$ cat src/logic/otm_pkg.sv
// shared constants and types of the on-chip trace unit
package otm_pkg;

  ////////////////////////////////////////////////////////////////////////////
  // register offsets on the register port
  localparam logic [3:0] OTM_OFS_CMP_A_HIGH   = 4'h0;
  localparam logic [3:0] OTM_OFS_CMP_A_LOW    = 4'h1;
  localparam logic [3:0] OTM_OFS_CMP_B_HIGH   = 4'h2;
  localparam logic [3:0] OTM_OFS_CMP_B_LOW    = 4'h3;
  localparam logic [3:0] OTM_OFS_FIFO_HIGH    = 4'h4;
  localparam logic [3:0] OTM_OFS_FIFO_LOW     = 4'h5;
  localparam logic [3:0] OTM_OFS_CONTROL      = 4'h6;
  localparam logic [3:0] OTM_OFS_TRIGGER      = 4'h7;
  localparam logic [3:0] OTM_OFS_STATUS       = 4'h8;
  localparam logic [3:0] OTM_OFS_FORCE_RESET  = 4'h9;

  ////////////////////////////////////////////////////////////////////////////
  // control, trigger and force-reset field positions
  localparam int OTM_CTL_ENABLE      = 7;
  localparam int OTM_CTL_ARM         = 6;
  localparam int OTM_CTL_TAG         = 5;
  localparam int OTM_CTL_BRK_EN      = 4;
  localparam int OTM_CTL_DIR_A       = 3;
  localparam int OTM_CTL_DIR_A_EN    = 2;
  localparam int OTM_CTL_DIR_B       = 1;
  localparam int OTM_CTL_DIR_B_EN    = 0;
  localparam int OTM_TRG_QUALIFY     = 7;
  localparam int OTM_TRG_BEGIN       = 6;
  localparam int OTM_RST_REQ_BIT     = 0;
  localparam logic [7:0] OTM_TRG_WR_MASK = 8'hCF;

  ////////////////////////////////////////////////////////////////////////////
  // trigger modes, fifo size, reset values
  localparam logic [3:0] OTM_MODE_A_ONLY     = 4'h0;
  localparam logic [3:0] OTM_MODE_A_OR_B     = 4'h1;
  localparam logic [3:0] OTM_MODE_A_THEN_B   = 4'h2;
  localparam logic [3:0] OTM_MODE_EVENT_B    = 4'h3;
  localparam logic [3:0] OTM_MODE_A_EVENT_B  = 4'h4;
  localparam logic [3:0] OTM_MODE_A_AND_BD   = 4'h5;
  localparam logic [3:0] OTM_MODE_A_NOT_BD   = 4'h6;
  localparam logic [3:0] OTM_MODE_INSIDE     = 4'h7;
  localparam logic [3:0] OTM_MODE_OUTSIDE    = 4'h8;
  localparam int         OTM_FIFO_DEPTH      = 8;
  localparam logic [3:0] OTM_FIFO_FULL_CNT   = 4'h8;
  localparam logic [7:0] OTM_READ_ZERO       = 8'h00;
  localparam logic [7:0] OTM_CMP_RESET       = 8'h00;

  ////////////////////////////////////////////////////////////////////////////
  // carriers
  typedef enum logic [1:0] {OTM_RUN_IDLE, OTM_RUN_SEEK, OTM_RUN_FILL}
    otm_run_type;

  typedef struct packed {
    logic [15:0] addr;
    logic [7:0]  data;
    logic        rw;
    logic        valid;
    logic        fetch;
    logic        cof;
    logic        exec;
    logic [15:0] exec_addr;
  } otm_mon_type;

  typedef struct packed {
    logic [3:0] addr;
    logic       wr;
    logic       rd;
    logic [7:0] wdata;
    logic       host;
  } otm_reg_req_type;

  typedef struct packed {
    logic [15:0]                         cmp_a;
    logic [15:0]                         cmp_b;
    logic [7:0]                          ctrl;
    logic [7:0]                          trig;
    logic                                af;
    logic                                bf;
    logic [3:0]                          cnt;
    otm_run_type                         run;
    logic [OTM_FIFO_DEPTH-1:0][15:0]     fifo;
    logic [15:0]                         last_fetch;
    logic [7:0]                          rd_data;
    logic                                brk_req;
    logic                                brk_tag;
    logic                                rst_req;
  } otm_state_type;

  localparam otm_state_type OTM_STATE_RESET = '0;

endpackage : otm_pkg

$ cat src/logic/otm_trace_unit.sv
// on-chip trace unit: comparators, trigger, capture fifo, break requests
//
// Overview of operation
// RL1: force-reset reads zero; user writes ignored
// RL2: host write of 1 forces system reset
// RL3: comparator bytes reset zero, writable only unarmed
// RL4: ten bytes: three words, four byte registers
// RL5: fifo high read-only; zero in event modes
// RL6: high read holds fifo; low read advances
// RL7: event modes store byte data in low half
// RL8: armed low reads do not advance fifo
// RL9: unarmed low read stores last opcode address
// RL10: profiling works as eight-deep delay line
// RL11: enable bit 7, refused while secured
// RL12: arm bit 6; run end or writes stop
// RL13: bit 5 selects force or tag break
// RL14: bit 4 enables break requests on triggers
// RL15: bits 2,3 qualify comparator A direction
// RL16: bits 0,1 qualify comparator B direction
// RL17: control register accessible at any time
// RL18: registers decoded in normal memory map
// RL19: four-bit mode field selects trigger condition
// RL20: run ends on full or trigger
`timescale 1ns/1ps

module otm_trace_unit
  import otm_pkg::*;
(
  // clock and reset
  input  wire logic            core_clk,
  input  wire logic            rst,
  // cpu bus monitor
  input  wire otm_mon_type     mon,
  input  wire logic            mcu_secure,
  // register port, cpu or serial debug controller
  input  wire otm_reg_req_type req,
  output logic [7:0]           rd_data,
  // cpu break and system reset
  output logic                 break_req,
  output logic                 break_tag,
  output logic                 host_reset_request
);

  otm_state_type s;
  otm_state_type next_s;

  ////////////////////////////////////////////////////////////////////////////
  // helpers

  function automatic logic is_event_mode(input logic [7:0] trig);
    return (trig[3:0] == OTM_MODE_EVENT_B) ||
           (trig[3:0] == OTM_MODE_A_EVENT_B);
  endfunction : is_event_mode

  // direction qualifier: rw high means read
  function automatic logic dir_ok(input logic en, input logic want_rd,
                                  input logic rw);
    return !en || (want_rd == rw);
  endfunction : dir_ok

  function automatic logic [OTM_FIFO_DEPTH-1:0][15:0] fifo_push(
    input logic [OTM_FIFO_DEPTH-1:0][15:0] f, input logic [15:0] w);
    return {w, f[OTM_FIFO_DEPTH-1:1]};
  endfunction : fifo_push

  ////////////////////////////////////////////////////////////////////////////
  // next state

  always_comb begin
    logic [15:0] c_addr;
    logic        c_valid;
    logic        c_rw;
    logic        ma;
    logic        mb;
    logic        trig_now;
    logic        evt_mode;
    logic        begin_trace;
    logic        store_evt;
    logic        storing;
    logic [15:0] store_word;
    logic [7:0]  ctl_w;
    c_addr      = '0;
    c_valid     = 1'b0;
    c_rw        = 1'b0;
    ma          = 1'b0;
    mb          = 1'b0;
    trig_now    = 1'b0;
    evt_mode    = is_event_mode(s.trig);
    begin_trace = s.trig[OTM_TRG_BEGIN] || evt_mode;
    store_evt   = 1'b0;
    storing     = 1'b0;
    store_word  = '0;
    ctl_w       = req.wdata;

    next_s         = s;
    next_s.rd_data = OTM_READ_ZERO;
    next_s.brk_req = 1'b0;
    next_s.rst_req = 1'b0;
    next_s.brk_tag = s.ctrl[OTM_CTL_TAG]; // RL13
    if (mon.fetch) begin
      next_s.last_fetch = mon.addr;
    end

    // tag qualification compares executed opcodes instead of bus cycles
    if (s.trig[OTM_TRG_QUALIFY]) begin
      c_addr  = mon.exec_addr;
      c_valid = mon.exec;
      c_rw    = 1'b1;
    end else begin
      c_addr  = mon.addr;
      c_valid = mon.valid;
      c_rw    = mon.rw;
    end

    ma = c_valid && (c_addr == s.cmp_a) &&
         dir_ok(s.ctrl[OTM_CTL_DIR_A_EN], s.ctrl[OTM_CTL_DIR_A], c_rw); // RL15
    mb = c_valid && (c_addr == s.cmp_b) &&
         dir_ok(s.ctrl[OTM_CTL_DIR_B_EN], s.ctrl[OTM_CTL_DIR_B], c_rw); // RL16

    unique case (s.trig[3:0]) // RL19
      OTM_MODE_A_ONLY:    trig_now = ma;
      OTM_MODE_A_OR_B:    trig_now = ma || mb;
      OTM_MODE_A_THEN_B:  trig_now = s.af && mb;
      OTM_MODE_EVENT_B:   trig_now = mb;
      OTM_MODE_A_EVENT_B: trig_now = ma;
      OTM_MODE_A_AND_BD:  trig_now = ma && (mon.data == s.cmp_b[7:0]);
      OTM_MODE_A_NOT_BD:  trig_now = ma && (mon.data != s.cmp_b[7:0]);
      OTM_MODE_INSIDE:    trig_now = c_valid && (c_addr >= s.cmp_a) &&
                                     (c_addr <= s.cmp_b);
      OTM_MODE_OUTSIDE:   trig_now = c_valid && ((c_addr < s.cmp_a) ||
                                                 (c_addr > s.cmp_b));
      default:            trig_now = 1'b0;
    endcase

    // event modes capture the bus data byte of each B match from the trigger until full
    if (evt_mode) begin
      store_evt  = mb; // RL7
      store_word = {8'h00, mon.data}; // RL7
    end else begin
      store_evt  = mon.cof;
      store_word = mon.addr;
    end

    ////////////////////////////////////////////////////////////////////////////
    // debug run sequencing
    unique case (s.run)
      OTM_RUN_IDLE: begin
      end
      OTM_RUN_SEEK: begin
        if (ma) next_s.af = 1'b1;
        if (mb) next_s.bf = 1'b1;
        if (trig_now) begin
          next_s.run = OTM_RUN_FILL;
          storing    = store_evt;
        end
      end
      OTM_RUN_FILL: begin
        if (ma) next_s.af = 1'b1;
        if (mb) next_s.bf = 1'b1;
        storing = store_evt;
        if (!begin_trace && trig_now) begin
          next_s.run                  = OTM_RUN_IDLE; // RL20
          next_s.ctrl[OTM_CTL_ARM]    = 1'b0; // RL12
          next_s.brk_req = s.ctrl[OTM_CTL_BRK_EN]; // RL14
        end
      end
    endcase

    if (storing) begin
      next_s.fifo = fifo_push(s.fifo, store_word);
      if (s.cnt != OTM_FIFO_FULL_CNT) begin
        next_s.cnt = s.cnt + 4'h1;
      end
      if (begin_trace && (s.cnt == OTM_FIFO_FULL_CNT - 4'h1)) begin
        next_s.run               = OTM_RUN_IDLE; // RL20
        next_s.ctrl[OTM_CTL_ARM] = 1'b0; // RL12
        next_s.brk_req = s.ctrl[OTM_CTL_BRK_EN]; // RL14
      end
    end

    ////////////////////////////////////////////////////////////////////////////
    // register writes, decoded in the cpu memory map
    if (req.wr) begin // RL18
      unique case (req.addr) // RL4
        OTM_OFS_CMP_A_HIGH: if (!s.ctrl[OTM_CTL_ARM])
                              next_s.cmp_a[15:8] = req.wdata; // RL3
        OTM_OFS_CMP_A_LOW:  if (!s.ctrl[OTM_CTL_ARM])
                              next_s.cmp_a[7:0] = req.wdata; // RL3
        OTM_OFS_CMP_B_HIGH: if (!s.ctrl[OTM_CTL_ARM])
                              next_s.cmp_b[15:8] = req.wdata; // RL3
        OTM_OFS_CMP_B_LOW:  if (!s.ctrl[OTM_CTL_ARM])
                              next_s.cmp_b[7:0] = req.wdata; // RL3
        OTM_OFS_TRIGGER:    if (!s.ctrl[OTM_CTL_ARM])
                              next_s.trig = req.wdata & OTM_TRG_WR_MASK;
        OTM_OFS_CONTROL: begin // RL17
          if (mcu_secure) ctl_w[OTM_CTL_ENABLE] = 1'b0; // RL11
          if (!ctl_w[OTM_CTL_ENABLE]) ctl_w[OTM_CTL_ARM] = 1'b0; // RL12
          next_s.ctrl = ctl_w;
          if (ctl_w[OTM_CTL_ARM] && !s.ctrl[OTM_CTL_ARM]) begin
            // arming starts a fresh run; end traces fill at once
            next_s.af  = 1'b0;
            next_s.bf  = 1'b0;
            next_s.cnt = 4'h0;
            next_s.run = begin_trace ? OTM_RUN_SEEK : OTM_RUN_FILL;
            next_s.brk_req = 1'b0;
          end else if (!ctl_w[OTM_CTL_ARM]) begin
            next_s.run = OTM_RUN_IDLE; // RL12
          end
        end
        OTM_OFS_FORCE_RESET: begin
          // only the serial debug controller may force a reset
          if (req.host && req.wdata[OTM_RST_REQ_BIT]) begin // RL1
            next_s.rst_req = 1'b1; // RL2
          end
        end
        default: begin
        end
      endcase
    end

    ////////////////////////////////////////////////////////////////////////////
    // register reads; fifo low read advances the fifo while unarmed
    if (req.rd) begin
      unique case (req.addr)
        OTM_OFS_CMP_A_HIGH: next_s.rd_data = s.cmp_a[15:8]; // RL3
        OTM_OFS_CMP_A_LOW:  next_s.rd_data = s.cmp_a[7:0];
        OTM_OFS_CMP_B_HIGH: next_s.rd_data = s.cmp_b[15:8];
        OTM_OFS_CMP_B_LOW:  next_s.rd_data = s.cmp_b[7:0];
        OTM_OFS_FIFO_HIGH:
          next_s.rd_data = evt_mode ? OTM_READ_ZERO : s.fifo[0][15:8]; // RL5
        OTM_OFS_FIFO_LOW: begin
          next_s.rd_data = s.fifo[0][7:0]; // RL6
          // armed reads must not disturb the capture order
          if (!s.ctrl[OTM_CTL_ARM] && !storing) begin // RL8
            next_s.fifo = fifo_push(s.fifo, s.last_fetch); // RL9 RL10
          end
        end
        OTM_OFS_CONTROL:    next_s.rd_data = s.ctrl; // RL17
        OTM_OFS_TRIGGER:    next_s.rd_data = s.trig;
        OTM_OFS_STATUS:
          next_s.rd_data = {s.af, s.bf, s.ctrl[OTM_CTL_ARM], 1'b0, s.cnt};
        OTM_OFS_FORCE_RESET: next_s.rd_data = OTM_READ_ZERO; // RL1
        default:            next_s.rd_data = OTM_READ_ZERO;
      endcase
    end
  end

  ////////////////////////////////////////////////////////////////////////////
  // state register

  always_ff @(posedge core_clk) begin
    if (rst) begin
      s <= OTM_STATE_RESET;
    end else begin
      s <= next_s;
    end
  end

  assign rd_data            = s.rd_data;
  assign break_req          = s.brk_req;
  assign break_tag          = s.brk_tag;
  assign host_reset_request = s.rst_req;

endmodule : otm_trace_unit

$ cat config.mk
export PLATFORM = sky130hd
export DESIGN_NAME = otm_trace_unit
export DESIGN_NICKNAME = d
export VERILOG_FILES = /design/src/logic/otm_pkg.sv /design/src/logic/otm_trace_unit.sv
export SDC_FILE = /design/constraint.sdc
export NUM_CORES = 1
export LEC_CHECK = 0
export CORE_MARGIN = 3
export CORE_UTILIZATION = 50
export DETAILED_ROUTE_END_ITERATION = 8
export DONT_BUFFER_PORTS = 1
export MAX_ROUTING_LAYER = met4
export PLACE_DENSITY = 0.65
export SLEW_MARGIN = 20
export SYNTH_ARGS = -nofsm -noshare
export SYNTH_HDL_FRONTEND = slang
export SYNTH_SLANG_ARGS = --single-unit
$ cat constraint.sdc
create_clock -name core_clk -period 4.95 [get_ports core_clk]
set_clock_uncertainty 0.1 [all_clocks]
set_input_delay 0.7425 -clock core_clk [delete_from_list [all_inputs] [get_ports core_clk]]
set_output_delay 0.7425 -clock core_clk [all_outputs]
set_load 0.02 [all_outputs]
==> flow_metrics.env, run 1 <==
export IMPL_portBuffers=0
export IMPL_ys_top_cells_by_area="dfxtp_1 42%, mux2i_1 18%, nor2_1 8.2%"
export IMPL_rr_startpoint="s[170]$_SDFFE_PP0P_"
export IMPL_filler_cell_count=1759
export IMPL_multi_input_comb_area_um2=5160
export IMPL_cts_root_buffer="clkbuf_16"
export IMPL_period_needed_ps=4220
export IMPL_hold_path_end="break_tag$_SDFF_PP0_"
export IMPL_yosys_warnings=0
export IMPL_ctsResizeCount=0
export IMPL_synth_main_ff_cell="dfxtp_1"
export IMPL_achievable_frequency_ghz=0.237
export IMPL_cp_required_ps=5220
export IMPL_count_of_flip_flops_with_a_built_in_enable_after_synthesis=0
export IMPL_grt_overflow_total=0
export IMPL_fin_crit_sh=0.852
export IMPL_post_cts_setup_buffers=0
export IMPL_clk_latency_ps=500
export IMPL_synth_top_cell_area_share=0.425
export IMPL_status="completed"
export IMPL_synthesis_nets=1163
export IMPL_worst_slew_pin_transition_ps=855
export IMPL_wl_met3_um=1930
export IMPL_die_width_um=146
export IMPL_maximum_number_of_pins_on_one_net_before_global_route_repair=204
export IMPL_initial_utilization=0.518
export IMPL_route_detailed_drc=0
export IMPL_finalMaxSlewViolations=0
export IMPL_worst_hold_startpoint="rst"
export IMPL_dp_hpwl_um=17600
export IMPL_top_metal_layer_carrying_routed_signals="met4"
export IMPL_antenna_violating_nets_left=0
export IMPL_setup_reg_to_reg_worst_slack_ps=730
export IMPL_placementRows=50
export IMPL_cts_num_sinks=209
export IMPL_timing_max_cap_violations=0
export IMPL_drt_pass1_iterations=5
export IMPL_holdCritPathClass="in2reg"
export IMPL_grt_first_pass_wirelength_um=39800
export IMPL_grtUsageTotal=0.235
export IMPL_avgSynthCellArea_um2=9.26
export IMPL_m1WireLength_um=11800
export IMPL_path_max_fanout=28
export IMPL_route_detailed_wl_per_inst_um=19.0
export IMPL_ff_latch_area_um2=4180
export IMPL_hold_path_depth=1
export IMPL_critPathKind="reg2reg"
export IMPL_routed_via_count=7452
export IMPL_clock_tree_buffer_depth=3
export IMPL_synth_ff_latch_count=209
export IMPL_postSynthCellCount=1064
export IMPL_yosys_cell_count_top_type="nor2_1"
export IMPL_core_um2=19000
export IMPL_timing_final_setup_violations=0
export IMPL_critPathArrivalTime_ps=4490
export IMPL_synth_async_sr_flop_share=0
export IMPL_first_global_vias=7090
export IMPL_clk_transition_reported_paths_ps=60
export IMPL_post_synth_num_cell_types=55
export IMPL_rsz0062_at_grt="false"
export IMPL_p_total_w=0.00354
export IMPL_worst_setup_path_end_kind="register"
export IMPL_viasPerCell=5.72
export IMPL_ir_worst_vdd_v=0.000243
export IMPL_drive_above_1_share=0.0787
export IMPL_final_hold_viol_count=0
export IMPL_die_h_um=146
export IMPL_gp_congestion=0.938
export IMPL_drt_initial_drc_count=595
export IMPL_synth_commonest_cells="214 x nor2_1, 209 x dfxtp_1, 181 x mux2i_1, 53 x a21oi_1, 51 x nand2_1"
export IMPL_post_synthesis_cell_area_um2=9850
export IMPL_diodes=0
export IMPL_grt_antenna_before_repair=0
export IMPL_synth_yosys_seq_area_share=0.425
export IMPL_ff_to_ff_end="s[106]$_SDFF_PP0_"
export IMPL_cts_inserted_buffers=23
export IMPL_numnets_final=1129
export IMPL_post_cts_hold_buffer_count=0
export IMPL_floorplan_die_area_um2=21400
export IMPL_layout_area_overhead_vs_synth_pct=9.05
export IMPL_tns_ps=0
export IMPL_cts_htree_levels=1
export IMPL_synthDominantAreaCellType="dfxtp_1"
export IMPL_power_leakage_nw=4.90
export IMPL_worst_slew_margin_rel=0.425
export IMPL_reg2reg_depth=13
export IMPL_tritoncts_clock_tree="built"
export IMPL_met2_wirelength_um=10400
export IMPL_power_density_nw_per_um2=329
export IMPL_critPathLaunchType="register"
export IMPL_wl_um=24800
export IMPL_floorplan_io_pins=74
## per-layer routing
metal	vias to the layer above	global-route usage
met2	272	0.333
met1	3481	0.340
li1	3655	-
met5	-	-
met4	0	0.0611
met3	44	0.0497
## worst max-delay path by stage
stage	startpoint	to	cells past startpoint
finish	s[170]$_SDFFE_PP0P_	s[106]$_SDFF_PP0_	13
global route	s[170]$_SDFFE_PP0P_	s[57]$_SDFF_PP0_	13
CTS	s[170]$_SDFFE_PP0P_	s[48]$_SDFF_PP0_	12
detailed placement	s[170]$_SDFFE_PP0P_	s[27]$_SDFF_PP0_	12
global placement	s[170]$_SDFFE_PP0P_	s[107]$_SDFF_PP0_	12
floorplan	s[170]$_SDFFE_PP0P_	s[100]$_SDFF_PP0_	14
## area by class of cell
class / count / share of cell area
clock buffers: 31 / 0.0619
clock inverters: 6 / 0.00827
inverters: 38 / 0.0133
multi-input cells: 744 / 0.481
flip-flops and latches: 209 / 0.389
well taps: 260 / 0.0303
repair buffers: 14 / 0.0163
## state kept, by name, summed over array words and instances (netlist names)
register / count
s: 197
rd_data: 8
break_req: 1
break_tag: 1
host_reset_request: 1
next_s: 1
## cell families (layout without fill, tap and decap cells)
group	Yosys count	in the layout	share of synthesized area
AO/OA/AOI/OAI	134	134	0.0886
multiplexers	208	208	0.218
flip-flops	209	209	0.425
AND/OR/NAND/NOR	357	357	0.162
adder cells (fa/ha/maj)	36	36	0.0457
XOR/XNOR	9	9	0.00800
buffers and inverters	111	89	0.0533
## stage by stage
step | area (um2) | utilization | cells | hold slack (ps) | setup WS (ps)
finish | 10700 | 0.565 | 1302 | 229 | 731
global route | 10700 | 0.565 | 1302 | 217 | 463
CTS | 10700 | 0.564 | 1301 | 207 | 357
detailed placement | 9960 | 0.524 | 1264 | 339 | 366
global placement | 9960 | 0.524 | 1264 | 335 | 460
floorplan | 9850 | - | 1064 | 332 | 1270
## report_power, final
group	internal (W)	total [W]	switching (W)
sequential	0.00170	0.00171	0.0000109
combinational	0.0000678	0.000140	0.0000721
clock	0.00104	0.00169	0.000655
## placed cells by master, fill, tap and decap left out, drive strengths merged, types with 4 or more instances in the layout
| master | instances |
|---|---|
| buf | 14 |
| nand3 | 20 |
| xnor2 | 9 |
| nand4 | 14 |
| ha | 36 |
| nand2 | 52 |
| o21ai | 13 |
| nand3b | 6 |
| mux2 | 24 |
| mux2i | 181 |
| nor3 | 9 |
| inv | 38 |
| o211ai | 6 |
| a41oi | 8 |
| a32oi | 6 |
| a21oi | 53 |
| a211oi | 13 |
| dfxtp | 209 |
| a31oi | 9 |
| nand2b | 5 |
| and3 | 5 |
| clkbuf | 31 |
| nor2 | 214 |
| nor4 | 5 |
| nor2b | 10 |
| a221oi | 4 |
## worst max-delay path, stage by stage (launching register included)
cell and delay (ps):
dfxtp_1 460, buf_12 200, mux2_2 380, ha_1 300, nand4_1 230, a2111o_1 440
a31oi_1 280, a311o_1 220, nand4_1 210, a21boi_4 480, buf_16 240, buf_12 240
mux2i_1 220, nor2_1 60
Note: power is estimated with default switching activity, not from simulation.
==> run 2, diff against run 1 <==
REMOVE_ABC_BUFFERS = 1   (was not set)
==> run 2 against run 1 <==
Effect of this change: global-route usage decreased by 0.58 points; non-clock buffer count fell by 6; sequential cell count unchanged; sequential share of layout area is 0.32 points higher; first-iteration DRC count is 5.5% lower; worst hold slack got worse by 7.0 ps; cell area shrank 0.79%; setup slack got worse by 460 ps; routed wire length about the same; critical endpoint is now s[115]$_SDFF_PP0_.
==> flow_metrics.env, run 2 (synthesized netlist as in run 1, its figures left out) <==
export IMPL_cts_root_buffer="clkbuf_16"
export IMPL_holdCritPathClass="in2reg"
export IMPL_crit_path_max_incr_delay_ps=650
export IMPL_cp_required_ps=5230
export IMPL_cts_num_sinks=209
export IMPL_fin_ws_ps=273
export IMPL_ff_to_ff_end="s[115]$_SDFF_PP0_"
export IMPL_ir_worst_vdd_v=0.000269
export IMPL_routed_via_count=7439
export IMPL_layout_area_overhead_vs_synth_pct=8.19
export IMPL_largest_register="s"
export IMPL_final_hold_viol_count=0
export IMPL_finalMaxSlewViolations=0
export IMPL_period_needed_ps=4680
export IMPL_met1_capacity_usage_during_global_routing=0.302
export IMPL_numnets_final=1123
export IMPL_portBuffers=0
export IMPL_timing_critical_path_max_delay_family="simple AND/OR/NAND/NOR gates"
export IMPL_worst_slew_pin_transition_ps=888
export IMPL_achievable_frequency_ghz=0.214
export IMPL_met3_global_route_usage=0.0521
export IMPL_drive_above_1_share=0.0733
export IMPL_finish_instance_area_um2=10700
export IMPL_hold_path_depth=1
export IMPL_dp_hpwl_um=17100
export IMPL_critPathKind="reg2reg"
export IMPL_rsz0062_at_grt="false"
export IMPL_route_detailed_drc=0
export IMPL_first_global_vias=6940
export IMPL_viasPerCell=5.74
export IMPL_worst_slew_margin_rel=0.408
export IMPL_initial_utilization=0.518
export IMPL_layoutNonFillerInstCount=1297
export IMPL_floorplan_die_area_um2=21400
export IMPL_post_place_ws_ps=105
export IMPL_cpMostUsedCell="nand4_1"
export IMPL_reg2reg_depth=11
export IMPL_die_h_um=146
export IMPL_largest_register_ffs=197
export IMPL_clock_tree_buffer_depth=3
export IMPL_drt_pass1_iterations=5
export IMPL_placedCellCount=1259
export IMPL_post_cts_hold_buffer_count=0
export IMPL_post_cts_setup_buffers=0
export IMPL_globalRoute_busiestLayer="met2"
export IMPL_status="completed"
export IMPL_rr_startpoint="s[170]$_SDFFE_PP0P_"
export IMPL_grt_met2_usage=0.348
export IMPL_ordered_cell_list_for_the_critical_path="mux2_2 > ha_1 > nand4_1 > nor4_2 > a31oi_1 > a21oi_1 > nand4_1 > a21boi_4 > buf_12 > mux2i_1 > nor2_1"
export IMPL_power_density_nw_per_um2=337
export IMPL_drt_initial_drc_count=562
export IMPL_grt_antenna_before_repair=0
export IMPL_slowest_stage="nor4_2"
export IMPL_fin_crit_sh=0.945
export IMPL_clk_transition_reported_paths_ps=60
export IMPL_diodes=0
export IMPL_hold_path_end="s[79]$_SDFF_PP0_"
export IMPL_grtUsageTotal=0.229
export IMPL_floorplan_io_pins=74
export IMPL_path_max_fanout=98
export IMPL_layout_commonest_cell="nor2_1"
export IMPL_worst_setup_path_end_kind="register"
export IMPL_wl_um=24800
export IMPL_power_leakage_nw=4.86
export IMPL_critPathLaunchType="register"
export IMPL_layout_cells_most_common_list="214 x nor2_1, 208 x dfxtp_1, 181 x mux2i_1, 53 x a21oi_1, 51 x nand2_1"
export IMPL_placed_area_um2=9890
export IMPL_grt_overflow_total=0
export IMPL_route_detailed_wl_per_inst_um=19.1
export IMPL_timing_max_cap_violations=0
export IMPL_critPathArrivalTime_ps=4960
export IMPL_grt_first_pass_wirelength_um=38500
export IMPL_maximum_number_of_pins_on_one_net_before_global_route_repair=204
export IMPL_timing_final_setup_violations=0
export IMPL_cts_htree_levels=1
export IMPL_core_um2=19000
export IMPL_die_width_um=146
export IMPL_setup_reg_to_reg_worst_slack_ps=270
export IMPL_ctsResizeCount=0
export IMPL_antenna_violating_nets_left=0
export IMPL_cts_inserted_buffers=23
export IMPL_worst_hold_startpoint="rst"
export IMPL_worstPathBufferInverterCount=1
export IMPL_clk_latency_ps=500
export IMPL_gp_congestion=0.898
export IMPL_tritoncts_clock_tree="built"
export IMPL_placementRows=50
==> run 2: changes by cell type in the layout (fill, tap and decap cells not counted) <==
cell | previous run | this run
buf_12 | 4 | 1
clkbuf_1 | 2 | 4
bufinv_16 | 2 | 3
inv_6 | 0 | 1
clkinv_4 | 1 | 0
clkbuf_8 | 6 | 5
clkinvlp_4 | 2 | 1
buf_4 | 9 | 7
buf_16 | 1 | 0
dfxtp_1 | 209 | 208
dfxtp_2 | 0 | 1
==> run 2: area by class of cell <==
class,count,area [um2]
Clock buffer,32,659
Clock inverter,6,111
Fill cell,1751,8360
Tap cell,260,325
Inverter,38,143
Sequential cell,209,4190
Timing Repair Buffer,8,72.6
Multi-Input combinational cell,744,5160
==> run 2: how the worst max path moves through the flow <==
stage,from,endpoint,cells after the start
final,s[170]$_SDFFE_PP0P_,s[115]$_SDFF_PP0_,11
after global routing,s[170]$_SDFFE_PP0P_,s[83]$_SDFF_PP0_,11
after CTS,s[170]$_SDFFE_PP0P_,s[70]$_SDFF_PP0_,11
after detailed placement,s[170]$_SDFFE_PP0P_,s[106]$_SDFF_PP0_,11
after global placement,s[170]$_SDFFE_PP0P_,s[70]$_SDFF_PP0_,11
after floorplan,s[170]$_SDFFE_PP0P_,s[100]$_SDFF_PP0_,10
==> run 2: metrics by stage <==
stage	total power, W	util	setup TNS (ps)	hold slack (ps)
global route	0.00370	0.561	0	208
global placement	0.00187	0.520	0	339
CTS	0.00363	0.560	0	216
detailed placement	0.00188	0.520	0	348
finish	0.00360	0.561	0	222
floorplan	0.00185	-	-378060	326
==> run 2: power by group <==
group	switching, W	internal [W]
clock	0.000673	0.00108
sequential	0.0000107	0.00170
combinational	0.0000698	0.0000662
==> run 2: layer usage <==
metal	wire length (um)	share of wire
met5	0	0
met3	2040	0.082
met4	873	0.035
met1	10800	0.44
met2	11100	0.45
